===== src/ag3d_map.vh =====
// register map, field positions and timing constants for the gain/3d block
`ifndef AG3D_MAP_VH
`define AG3D_MAP_VH

// ------------------------------------------------------------
// register indices
// ------------------------------------------------------------
`define AG3D_REG_CTRL     4'h0
`define AG3D_REG_CLIP     4'h1
`define AG3D_REG_MINBIN   4'h2
`define AG3D_REG_TGT_R    4'h3
`define AG3D_REG_TGT_G    4'h4
`define AG3D_REG_TGT_B    4'h5
`define AG3D_REG_STRENGTH 4'h6
`define AG3D_REG_GAIN_RG  4'h7
`define AG3D_REG_GAIN_B   4'h8
`define AG3D_REG_LED_RG   4'h9
`define AG3D_REG_LED_B    4'ha

// ------------------------------------------------------------
// control fields and reset values
// ------------------------------------------------------------
`define AG3D_CTRL_CONTENT_ADAPTIVE_ILLUMINATION_EN  0
`define AG3D_CTRL_ENHANCE  1
`define AG3D_CTRL_BOOST_EN 2
`define AG3D_CTRL_SYNC_EN  3
`define AG3D_CTRL_LIGHT    4
`define AG3D_CTRL_SUB4     5
`define AG3D_CTRL_W        6
`define AG3D_CTRL_RST      6'h00
`define AG3D_CLIP_RST      16'h0040
`define AG3D_MINBIN_RST    3'h0
`define AG3D_TGT_RST       8'hc0
`define AG3D_STRENGTH_RST  5'h08

// ------------------------------------------------------------
// datapath constants
// ------------------------------------------------------------
`define AG3D_UNITY     8'h20
`define AG3D_GAIN_SH   5
`define AG3D_TOP_BIN   3'h7
`define AG3D_AREA_LSB  8
`define AG3D_CNT_MAX   16'hffff

// ------------------------------------------------------------
// timing: clock rate and nominal 3d pulse times in microseconds
// ------------------------------------------------------------
`define AG3D_CLK_MHZ   25
`define AG3D_PULSE_US  25
`define AG3D_DARK_US   628
`define AG3D_OFFS_US   500
`define AG3D_DELTA_US  128

`endif


===== src/ag3d_top.v =====
// adaptive channel gain, local area boost and 3d left/right sync generator
// Overview of operation
// - per frame, red, green, blue gains; each pixel times its channel gain
// - gain lifts channel toward full scale, stopping where few pixels clip
// - per colour, set led power together with gain under host settings
// - keep resulting colour balance at the configured target every frame
// - power-reduction mode holds brightness; enhanced mode holds led power
// - per frame local area gains; areas dimmer than frame average get more
// - host boost strength scales local gains, updatable once per frame
// - output left/right sync pin timed to dmd subframes for ir emitter
// - light sync asks driver for one pulse per subframe, shutters closed
// - light source stays off in the closed interval except the sync pulse
// - pulse spacing alternates subframe period plus and minus the delta
// - dmd subframe rate follows source frame rate, two or four per frame
//
// The plain strobed port and the register addresses were chosen for this implementation.
`timescale 1ns/1ns
`include "ag3d_map.vh"
module ag3d_top #(
  parameter PULSE_CYC = `AG3D_PULSE_US * `AG3D_CLK_MHZ,
  parameter DARK_CYC  = `AG3D_DARK_US  * `AG3D_CLK_MHZ,
  parameter OFFS_CYC  = `AG3D_OFFS_US  * `AG3D_CLK_MHZ,
  parameter DELTA_CYC = `AG3D_DELTA_US * `AG3D_CLK_MHZ
) (
  input  wire        clk,
  input  wire        rst_n,
  input  wire [3:0]  reg_addr,
  input  wire [15:0] reg_wdata,
  input  wire        reg_wr,
  input  wire        reg_rd,
  output reg  [15:0] reg_rdata,
  input  wire        pix_valid,
  input  wire        pix_sof,
  input  wire        pix_sol,
  input  wire [7:0]  pix_r,
  input  wire [7:0]  pix_g,
  input  wire [7:0]  pix_b,
  output reg         out_valid,
  output reg  [7:0]  out_r,
  output reg  [7:0]  out_g,
  output reg  [7:0]  out_b,
  output reg  [7:0]  led_pwr_r,
  output reg  [7:0]  led_pwr_g,
  output reg  [7:0]  led_pwr_b,
  output reg         led_update,
  output reg         lr_sync_out,
  output reg         light_pulse_req,
  output reg         light_enable
);
  // ------------------------------------------------------------
  // helper functions
  // ------------------------------------------------------------
  // gain in q3.5 that maps top of bin b to full scale
  function [7:0] bin_gain;
    input [2:0] b;
    begin
      case (b)
        3'h0:    bin_gain = 8'hff;
        3'h1:    bin_gain = 8'h80;
        3'h2:    bin_gain = 8'h55;
        3'h3:    bin_gain = 8'h40;
        3'h4:    bin_gain = 8'h33;
        3'h5:    bin_gain = 8'h2b;
        3'h6:    bin_gain = 8'h25;
        default: bin_gain = `AG3D_UNITY;
      endcase
    end
  endfunction

  // saturating pixel times q3.5 gain
  function [7:0] sat_mul;
    input [7:0] p;
    input [7:0] g;
    reg   [15:0] m;
    begin
      m = p * g;
      if (m[15:13] != 3'h0)
        sat_mul = 8'hff;
      else
        sat_mul = m[12:5];
    end
  endfunction
  // led power lowered by the inverse of the bin gain
  function [7:0] led_scale;
    input [7:0] t;
    input [2:0] b;
    reg   [10:0] m;
    begin
      m = t * ({1'b0, b} + 4'h1);
      led_scale = m[10:3];
    end
  endfunction

  // ------------------------------------------------------------
  // register file
  // ------------------------------------------------------------
  reg [`AG3D_CTRL_W-1:0] ctrl_reg;
  reg [15:0] clip_reg;
  reg [2:0]  minbin_reg;
  reg [7:0]  tgt_r_reg;
  reg [7:0]  tgt_g_reg;
  reg [7:0]  tgt_b_reg;
  reg [4:0]  strength_reg;
  reg [7:0]  gain_r_reg;
  reg [7:0]  gain_g_reg;
  reg [7:0]  gain_b_reg;

  // host writes; one word per index
  always @(posedge clk) begin
    if (!rst_n) begin
      ctrl_reg     <= `AG3D_CTRL_RST;
      clip_reg     <= `AG3D_CLIP_RST;
      minbin_reg   <= `AG3D_MINBIN_RST;
      tgt_r_reg    <= `AG3D_TGT_RST;
      tgt_g_reg    <= `AG3D_TGT_RST;
      tgt_b_reg    <= `AG3D_TGT_RST;
      strength_reg <= `AG3D_STRENGTH_RST;
    end else if (reg_wr) begin
      case (reg_addr)
        `AG3D_REG_CTRL:     ctrl_reg     <= reg_wdata[`AG3D_CTRL_W-1:0];
        `AG3D_REG_CLIP:     clip_reg     <= reg_wdata;
        `AG3D_REG_MINBIN:   minbin_reg   <= reg_wdata[2:0];
        `AG3D_REG_TGT_R:    tgt_r_reg    <= reg_wdata[7:0];
        `AG3D_REG_TGT_G:    tgt_g_reg    <= reg_wdata[7:0];
        `AG3D_REG_TGT_B:    tgt_b_reg    <= reg_wdata[7:0];
        `AG3D_REG_STRENGTH: strength_reg <= reg_wdata[4:0];
        default: ;
      endcase
    end
  end

  // read data stands one cycle after the strobe; unmapped reads zero
  always @(posedge clk) begin
    if (!rst_n)
      reg_rdata <= 16'h0000;
    else if (reg_rd) begin
      case (reg_addr)
        `AG3D_REG_CTRL:     reg_rdata <= {10'h000, ctrl_reg};
        `AG3D_REG_CLIP:     reg_rdata <= clip_reg;
        `AG3D_REG_MINBIN:   reg_rdata <= {13'h0000, minbin_reg};
        `AG3D_REG_TGT_R:    reg_rdata <= {8'h00, tgt_r_reg};
        `AG3D_REG_TGT_G:    reg_rdata <= {8'h00, tgt_g_reg};
        `AG3D_REG_TGT_B:    reg_rdata <= {8'h00, tgt_b_reg};
        `AG3D_REG_STRENGTH: reg_rdata <= {11'h000, strength_reg};
        `AG3D_REG_GAIN_RG:  reg_rdata <= {gain_g_reg, gain_r_reg};
        `AG3D_REG_GAIN_B:   reg_rdata <= {8'h00, gain_b_reg};
        `AG3D_REG_LED_RG:   reg_rdata <= {led_pwr_g, led_pwr_r};
        `AG3D_REG_LED_B:    reg_rdata <= {8'h00, led_pwr_b};
        default:            reg_rdata <= 16'h0000;
      endcase
    end else
      reg_rdata <= 16'h0000;
  end

  // ------------------------------------------------------------
  // frame statistics: per-channel top-bit histograms, area sums
  // ------------------------------------------------------------
  reg  [15:0] hist [0:23];     // index channel*8 + bin
  reg  [31:0] area_sum [0:7];
  reg  [31:0] frame_sum;
  reg  [11:0] col_reg;
  wire        sof_px = pix_valid & pix_sof;
  wire [9:0]  luma = {2'h0, pix_r} + {1'h0, pix_g, 1'h0} + {2'h0, pix_b};
  wire [2:0]  area_in = pix_sol ? 3'h0
                      : col_reg[`AG3D_AREA_LSB+2:`AG3D_AREA_LSB];
  integer i;
  // a first pixel restarts all statistics and is counted itself
  always @(posedge clk) begin
    if (!rst_n) begin
      for (i = 0; i < 24; i = i + 1)
        hist[i] <= 16'h0000;
      for (i = 0; i < 8; i = i + 1)
        area_sum[i] <= 32'h00000000;
      frame_sum <= 32'h00000000;
      col_reg   <= 12'h000;
    end else if (pix_valid) begin
      col_reg <= (pix_sol | pix_sof) ? 12'h001 : col_reg + 12'h001;
      for (i = 0; i < 24; i = i + 1) begin
        if (((i / 8) == 0 && pix_r[7:5] == i[2:0]) ||
            ((i / 8) == 1 && pix_g[7:5] == i[2:0]) ||
            ((i / 8) == 2 && pix_b[7:5] == i[2:0]))
          hist[i] <= sof_px ? 16'h0001
                   : (hist[i] == `AG3D_CNT_MAX ? hist[i] : hist[i] + 16'h0001);
        else if (sof_px)
          hist[i] <= 16'h0000;
      end
      for (i = 0; i < 8; i = i + 1) begin
        if (area_in == i[2:0])
          area_sum[i] <= (sof_px ? 32'h00000000 : area_sum[i])
                       + {22'h000000, luma};
        else if (sof_px)
          area_sum[i] <= 32'h00000000;
      end
      frame_sum <= (sof_px ? 32'h00000000 : frame_sum) + {22'h000000, luma};
    end
  end

  // lowest bin whose pixels above stay within the clip limit
  reg [2:0]  bin_sel [0:2];
  reg [17:0] above;
  integer c;
  integer b;
  always @* begin
    above = 18'h00000;
    for (c = 0; c < 3; c = c + 1) begin
      bin_sel[c] = `AG3D_TOP_BIN;
      above = 18'h00000;
      for (b = 7; b >= 0; b = b - 1) begin
        if (b < 7)
          above = above + {2'h0, hist[c * 8 + b + 1]};
        if (above <= {2'h0, clip_reg})
          bin_sel[c] = b[2:0];
      end
      if (bin_sel[c] < minbin_reg)
        bin_sel[c] = minbin_reg;
      if (!ctrl_reg[`AG3D_CTRL_CONTENT_ADAPTIVE_ILLUMINATION_EN])
        bin_sel[c] = `AG3D_TOP_BIN;
    end
  end

  // enhanced mode shares the weakest gain so balance and power hold
  wire [2:0] bin_rg  = (bin_sel[0] > bin_sel[1]) ? bin_sel[0] : bin_sel[1];
  wire [2:0] bin_com = (bin_rg > bin_sel[2]) ? bin_rg : bin_sel[2];
  wire       enh     = ctrl_reg[`AG3D_CTRL_ENHANCE];
  wire [2:0] use_r   = enh ? bin_com : bin_sel[0];
  wire [2:0] use_g   = enh ? bin_com : bin_sel[1];
  wire [2:0] use_b   = enh ? bin_com : bin_sel[2];

  // ------------------------------------------------------------
  // frame-boundary update of gains and led powers
  // ------------------------------------------------------------
  reg  [7:0]  area_gain [0:7];
  wire [4:0]  half_str = {1'h0, strength_reg[4:1]};
  integer a;
  always @(posedge clk) begin
    if (!rst_n) begin
      gain_r_reg <= `AG3D_UNITY;
      gain_g_reg <= `AG3D_UNITY;
      gain_b_reg <= `AG3D_UNITY;
      led_pwr_r  <= `AG3D_TGT_RST;
      led_pwr_g  <= `AG3D_TGT_RST;
      led_pwr_b  <= `AG3D_TGT_RST;
      led_update <= 1'b0;
      for (a = 0; a < 8; a = a + 1)
        area_gain[a] <= `AG3D_UNITY;
    end else begin
      led_update <= sof_px;
      if (sof_px) begin
        gain_r_reg <= bin_gain(use_r);
        gain_g_reg <= bin_gain(use_g);
        gain_b_reg <= bin_gain(use_b);
        // power mode lowers led by the gain, enhanced mode keeps target
        led_pwr_r  <= enh ? tgt_r_reg : led_scale(tgt_r_reg, use_r);
        led_pwr_g  <= enh ? tgt_g_reg : led_scale(tgt_g_reg, use_g);
        led_pwr_b  <= enh ? tgt_b_reg : led_scale(tgt_b_reg, use_b);
        for (a = 0; a < 8; a = a + 1) begin
          if (!ctrl_reg[`AG3D_CTRL_BOOST_EN])
            area_gain[a] <= `AG3D_UNITY;
          else if ({area_sum[a][30:0], 4'h0} < {3'h0, frame_sum})
            area_gain[a] <= `AG3D_UNITY + {3'h0, strength_reg};
          else if ({area_sum[a][31:0], 3'h0} < {3'h0, frame_sum})
            area_gain[a] <= `AG3D_UNITY + {3'h0, half_str};
          else
            area_gain[a] <= `AG3D_UNITY;
        end
      end
    end
  end

  // ------------------------------------------------------------
  // pixel path: channel gain then local area gain
  // ------------------------------------------------------------
  wire [7:0] ag = area_gain[area_in];
  always @(posedge clk) begin
    if (!rst_n) begin
      out_valid <= 1'b0;
      out_r     <= 8'h00;
      out_g     <= 8'h00;
      out_b     <= 8'h00;
    end else begin
      out_valid <= pix_valid;
      out_r     <= sat_mul(sat_mul(pix_r, gain_r_reg), ag);
      out_g     <= sat_mul(sat_mul(pix_g, gain_g_reg), ag);
      out_b     <= sat_mul(sat_mul(pix_b, gain_b_reg), ag);
    end
  end

  // ------------------------------------------------------------
  // 3d sync: subframe timing and pulse placement
  // ------------------------------------------------------------
  reg  [23:0] fcnt_reg;
  reg  [23:0] flen_reg;
  reg  [23:0] scnt_reg;
  reg         eye_reg;
  wire [23:0] sub_len = ctrl_reg[`AG3D_CTRL_SUB4] ? {2'h0, flen_reg[23:2]}
                                                  : {1'h0, flen_reg[23:1]};
  wire        sub_end = (scnt_reg + 24'h000001 >= sub_len);
  wire [23:0] pos     = OFFS_CYC[23:0] + (eye_reg ? DELTA_CYC[23:0] : 24'h0);
  wire        in_pulse = (scnt_reg >= pos) &&
                         (scnt_reg < pos + PULSE_CYC[23:0]);
  wire        in_dark  = scnt_reg < DARK_CYC[23:0] + DELTA_CYC[23:0];
  wire        sync_en  = ctrl_reg[`AG3D_CTRL_SYNC_EN];
  wire        light_md = ctrl_reg[`AG3D_CTRL_LIGHT];
  // subframes divide the measured source frame
  always @(posedge clk) begin
    if (!rst_n) begin
      fcnt_reg <= 24'h000000;
      flen_reg <= 24'h000000;
      scnt_reg <= 24'h000000;
      eye_reg  <= 1'b0;
    end else if (sof_px) begin
      flen_reg <= fcnt_reg + 24'h000001;
      fcnt_reg <= 24'h000000;
      scnt_reg <= 24'h000000;
      eye_reg  <= 1'b0;
    end else begin
      fcnt_reg <= fcnt_reg + 24'h000001;
      if (sub_end) begin
        scnt_reg <= 24'h000000;
        eye_reg  <= ~eye_reg;
      end else
        scnt_reg <= scnt_reg + 24'h000001;
    end
  end

  // sync outputs
  always @(posedge clk) begin
    if (!rst_n) begin
      lr_sync_out     <= 1'b0;
      light_pulse_req <= 1'b0;
      light_enable    <= 1'b1;
    end else begin
      lr_sync_out     <= sync_en & ~light_md & eye_reg;
      light_pulse_req <= sync_en & light_md & in_pulse;
      light_enable    <= ~(sync_en & light_md) | ~in_dark | in_pulse;
    end
  end
endmodule


===== config.mk =====
export PLATFORM = sky130hd
export DESIGN_NAME = ag3d_top
export DESIGN_NICKNAME = d
export VERILOG_FILES = /design/src/ag3d_top.v
export VERILOG_INCLUDE_DIRS = /design/src
export SDC_FILE = /design/constraint.sdc
export NUM_CORES = 2
export LEC_CHECK = 0
export ABC_AREA = 0
export BUFFER_PORTS_ARGS = -buffer_cell sky130_fd_sc_hd__clkbuf_2
export CAP_MARGIN = 30
export CELL_PAD_IN_SITES_DETAIL_PLACEMENT = 0
export CELL_PAD_IN_SITES_GLOBAL_PLACEMENT = 1
export CORE_ASPECT_RATIO = 1.4
export CORE_MARGIN = 4
export CORE_UTILIZATION = 51
export CTS_BUF_LIST = sky130_fd_sc_hd__clkbuf_16
export DETAILED_ROUTE_END_ITERATION = 10
export HOLD_SLACK_MARGIN = 0.02
export PLACE_DENSITY_LB_ADDON = 0.1
export SLEW_MARGIN = 20
export SYNTH_ARGS = -nofsm -noshare
export SYNTH_HDL_FRONTEND = slang
export SYNTH_SLANG_ARGS = --single-unit

===== constraint.sdc =====
create_clock -name clk -period 19.55 [get_ports clk]
set_input_delay 2.9325 -clock clk [delete_from_list [all_inputs] [get_ports clk]]
set_output_delay 2.9325 -clock clk [all_outputs]
set_load 0.01 [all_outputs]

# Word level (Yosys, flattened, before mapping)
# Memory sizes are Yosys's and may differ from the RTL's.
# Index checks and enable logic that the tools add are counted.
word_totals:
  in_bits: 51
  mem_count: 3
  regBits: 264
  wordCells: 966
  mem_bits_rw: 696
  output_inout_bits: 69
memory_table:
  columns: ["name", "words", "width", "rd", "rd_clocked_by_memory_dff", "wr", "line_no", "text"]
  rows:
  - ["hist", 24, 16, 24, 0, 24, "ag3d_top.v:158", "reg [15:0] hist [0:23];"]
  - ["area_sum", 8, 32, 8, 0, 8, "ag3d_top.v:159", "reg [31:0] area_sum [0:7];"]
  - ["area_gain", 8, 7, 1, 0, 8, "ag3d_top.v:232", "reg [7:0] area_gain [0:7];"]
op_classes:
  n_addsub: 63
  reduce_logical: 25
  muxes: 603
  eq_ne: 80
  mul: 9
  magnitude_cmp: 46
  bitwise: 109
ops:
  columns: ["op", "n"]
  rows:
  - ["16-bit two-way mux", 96]
  - ["32-bit two-way mux", 25]
  - ["35-bit by 32-bit < comparator with 1-bit output", 16]
  - ["1-bit two-way mux", 401]
  - ["16-bit by 1-bit adder with 16-bit output (second input constant)", 24]
  - ["16-bit equality test (second input constant)", 24]
  - ["32-bit by 10-bit adder with 32-bit output", 9]
  - ["18-bit by 16-bit <= comparator with 1-bit output", 15]
  - ["7-bit two-way mux", 32]
  - ["18-bit by 16-bit adder with 18-bit output", 12]
  - ["16-bit case mux with 11 select lines", 1]
  - ["8-bit case mux with 7 select lines", 3]
  - ["1-bit OR", 99]
  - ["8-bit by 8-bit multiplier with 16-bit output", 6]
  - ["8-bit two-way mux", 12]
  - ["3-bit two-way mux", 30]
  - ["3-bit equality test (second input constant)", 25]
  - ["17-bit by 16-bit adder with 18-bit output", 3]
  - ["16-bit by 16-bit adder with 17-bit output", 3]
  - ["17-bit by 16-bit <= comparator with 1-bit output", 3]
  - ["24-bit by 1-bit adder with 24-bit output (second input constant)", 2]
  - ["16-bit <= comparator", 3]
  - ["3-bit by 2-bit equality test with 1-bit output (second input constant)", 14]
  - ["8-bit by 4-bit multiplier with 11-bit output", 3]
  - ["30 further kinds", 74]

# Depth between registers and ports, before layout
# An unclocked memory read counts as a cell.
logic_depth:
  word_depth: 20
  depth_mapped: 89
  depth_no_buf: 88

# Worst setup path before layout
# Ideal clock, no wire load.
synth_path:
  path_type: "reg2reg"
  startpoint: "memory hist[14][1] (netlist: hist[7][1])"
  endpoint: "register led_pwr_r[7]"
  t_arrival_ns: 16.803
  path_stages_with_launch: 87
  setup_ns: 0.130
  required_ns: 19.420
  path_buffers: 1
  setup_slack_ns: 2.617
  cell_sequence: "edfxtp_1 -> ha_1 -> a21o_1 -> a21oi_1 -> o21bai_1 -> a21oi_1 -> o21bai_1 -> a21oi_1 -> xnor2_1 -> ha_1 -> a21o_1 -> or3_1 -> o21a_1 -> a21o_1 -> a21oi_1 -> xnor2_1 -> ha_1 -> a21oi_1 -> [51 not listed] -> ha_1 -> nor2_1 -> fa_1 -> inv_1 -> fa_1 -> inv_1 -> ha_1 -> nor2b_1 -> o21ai_0 -> nand2b_1 -> a21o_1 -> a21o_1 -> a21o_1 -> a21oi_1 -> xnor2_1 -> or4b_2 -> mux2i_1 -> a211oi_1"
synth_rtl:
  columns: ["element", "line_no", "text"]
  rows:
  - ["start, declared", "ag3d_top.v:158", null]
  - ["end signal, assigned", "ag3d_top.v:240", "led_pwr_r <= `AG3D_TGT_RST;"]
  - ["end signal, assigned", "ag3d_top.v:253", "led_pwr_r <= enh ? tgt_r_reg : led_scale(tgt_r_reg, use_r);"]
  - ["end, declared", "ag3d_top.v:42", "output reg [7:0] led_pwr_r,"]

==> impl_metrics.yaml <==
outcome:
  status: "completed"
min_path:
  min_path_cells: 1
  hold_start: "fcnt_reg[0]"
  hp-class: "flop to flop"
  hold_path_end: "fcnt_reg[0]"
place:
  dp_slack_ps: 767
  io_buffers: 119
  gp_congestion: 0.913
  placed_area_sq_mm: 0.0954
  hpwl_um: 217000
sta:
  finalCritPeriodShare_pct: 93.3
  skew_ps: 30.5
  drv_slew: 0
  setup_viol: 0
  worstMarginPinSlew_ps: 1010
  fmax_ghz: 0.0548
  fin_ws_ps: 1310
  fin_crit_ps: 18240
  max_slew_margin_pct: 32.9
  finalHoldViolCount: 0
global_routing:
  grtUsageTotal_pct: 29.8
  overflow: 0
  antenna_found_initial: 19
  grt_pass1_vias: 77400
  grt_pass1_wl_um: 439000
  grt_max_degree: 139
detailed_routing:
  ant_nets: 0
  vias: 77000
  wl_um: 285000
  drt_pass1_iterations: 5
  wl_per_cell_um: 22.2
  drt_iter0_markers: 4932
  routed_via_density: 6.00
  drc: 0
floorplanning:
  row_count: 183
  core_sq_mm: 0.178
  initial_core_util_pct: 51.4
  dieArea_sq_mm: 0.187
  ios: 120
  dieHeight_um: 509
  die_w_um: 366
critical_path:
  r2r.worst_path.cells: 84
  cpLargestDelayFamily: "compound AO/OA/AOI/OAI gates"
  cp_data_arrival_time_ps: 18870
  startpoint: "hist[3][16]"
  r2r_setup_slack_ps: 1310
  critical_path_buf_inv_count: 5
  crit_fanout: 9
  worst-endpoint-required_ps: 20170
  crit_path_end_kind: "flop"
  cp-start-kind: "flop"
  r2r_start: "hist[3][16]"
  cpPeakStageDelay_ps: 620
  critical_path.most_common_cell: "ha_1"
  rr_endpoint: "led_pwr_r[7]"
  cp_slowest_cell: "or4b_2"
  critPathKind: "flop to flop"
synth:
  synth_fp_nets: 12100
  ys.flop_type: "edfxtp_1"
  synth.area.top_cells: "edfxtp_1, ha_1, dfxtp_1"
  synth_common_cells: "ha_1, nor2_1, nand2_1, a21oi_1, inv_1"
  synth.avg_cell_area_sq_um: 8.91
  netlist_area_sq_mm: 0.0916
  synth_edf_count: 632
  synthCells: 10300
  synth_top_area_share_pct: 20.7
  yosys.area.top_type: "edfxtp_1"
  ys_ff_latch: 894
  ys_seq_area_share_pct: 26.5
  synth_warnings: 0
  async_flop_share_pct: 0
  yosysMostFrequentCell: "ha_1"
  synth.distinct_cells: 121
cts:
  htree_levels: 3
  clk_pin_slew_ps: 70
  cts_tree: "built"
  numCtsBuffers: 102
  cts_buffer_depth: 3
  clk_latency_ps: 760
  cts.sinks: 894
  clock-root-buffer: "clkbuf_16"
final_layout:
  final_area_sq_mm: 0.0990
  drive_above_1_share_pct: 5.59
  synthToLayoutAreaGrowth_pct: 8.07
  ff_latch_area_sq_mm: 0.0242
  nNetsFinal: 12200
  utilization_pct: 55.6
  multi_input_area_sq_mm: 0.0642
  nFillCells: 16300
  reg_top3: "hist (336), area_sum (256), area_gain (40)"
  largest_register_ffs: 336
  regMostFlops: "hist"
power_and_ir_drop:
  pwr_density_cell_mw_per_mm2: 147
  vdd.ir_drop.worst_uv: 228
  p_leak_nw: 42.9
  power_w: 0.0146
run:
  maxCapViolations: 0
[through the flow]
step	cells	hold WS (ps)	setup TNS, ps
floorplan	10300	426	0
global placement	12600	446	0
detailed placement	12600	453	0
CTS	12800	467	0
global route	12800	497	-32.9
finish	12800	463	0
[worst reg2reg max path, delay by kind of cell, from the launching register on]
| kind | cells | cell delay [ps] |
|---|---|---|
| muxes | 1 | 150 |
| xor gates and xnor gates | 7 | 1540 |
| buffers and inverters | 5 | 410 |
| AOI/OAI and AO/OA | 31 | 5930 |
| DFF | 1 | 480 |
| adders and majority gates | 16 | 5530 |
| and+or+nand+nor | 24 | 4080 |
[routing by layer]
metal	GRT usage, %	wire length [um]	vias to the layer above
met5	0	145	-
met4	15.2	16800	22
met3	3.93	14400	652
met2	53.7	140000	1952
met1	34.7	114000	37400
li1	-	-	37000
[cell families after synthesis]
family | after synthesis | share of synthesized area [%]
and+or+nand+nor | 3563 | 18.7
AOI/OAI and AO/OA | 2206 | 15.7
adders and majority gates | 1764 | 26.1
DFF | 894 | 26.5
buffers and inverters | 893 | 3.68
xor gates and xnor gates | 851 | 8.15
muxes | 106 | 1.21
other | 1 | 0.00409
[power by group]
part | switching, W | leakage, nW | internal (W)
combinational | 0.00598 | 32.3 | 0.00425
sequential | 0.000160 | 8.89 | 0.00218
clock | 0.000885 | 1.73 | 0.00111
[worst max path at each step]
| stage | to | cells after the start |
|---|---|---|
| 6_report | led_pwr_r[7] | 84 |
| 5_1_grt | led_pwr_r[7] | 87 |
| 4_1_cts | led_pwr_r[7] | 84 |
| 3_5_place_dp | led_pwr_r[7] | 84 |
| 3_3_place_gp | led_pwr_r[7] | 84 |
| 2_1_floorplan | led_pwr_r[7] | 86 |
[cells in the final DEF (no fill, tap or decap), types with 104 or more instances in the layout]
master	n
nand3_1	319
fa_1	248
inv_1	664
nor2b_1	198
dfxtp_1	259
and2_1	248
a21oi_1	681
nor3_1	142
nor2_1	1151
xnor2_1	470
and3_1	172
nand2_1	776
o21bai_1	109
ha_1	1514
nand4_1	173
a21o_1	338
edfxtp_1	632
o21ai_0	404
clkbuf_16	106
clkbuf_2	119
xor2_1	376
o21a_1	107
buf_4	137
nand2b_1	104
[area by class of cell]
cell class	count	area share (%)
timing repair buffer	266	1.79
tap	2312	2.92
clock inverter	86	0.727
inverter	667	2.54
antenna	10	0.0253
clock buffer	106	2.68
multi-input combinational	8491	64.8
sequential	894	24.5
[timing repair]
item / in CTS / in global routing
endpoints found under the setup margin: 0 / 4
setup buffers: 0 / 5
resized for setup: 0 / 24
hold buffers: 0 / 0
Power figures use the tool's default switching activity.
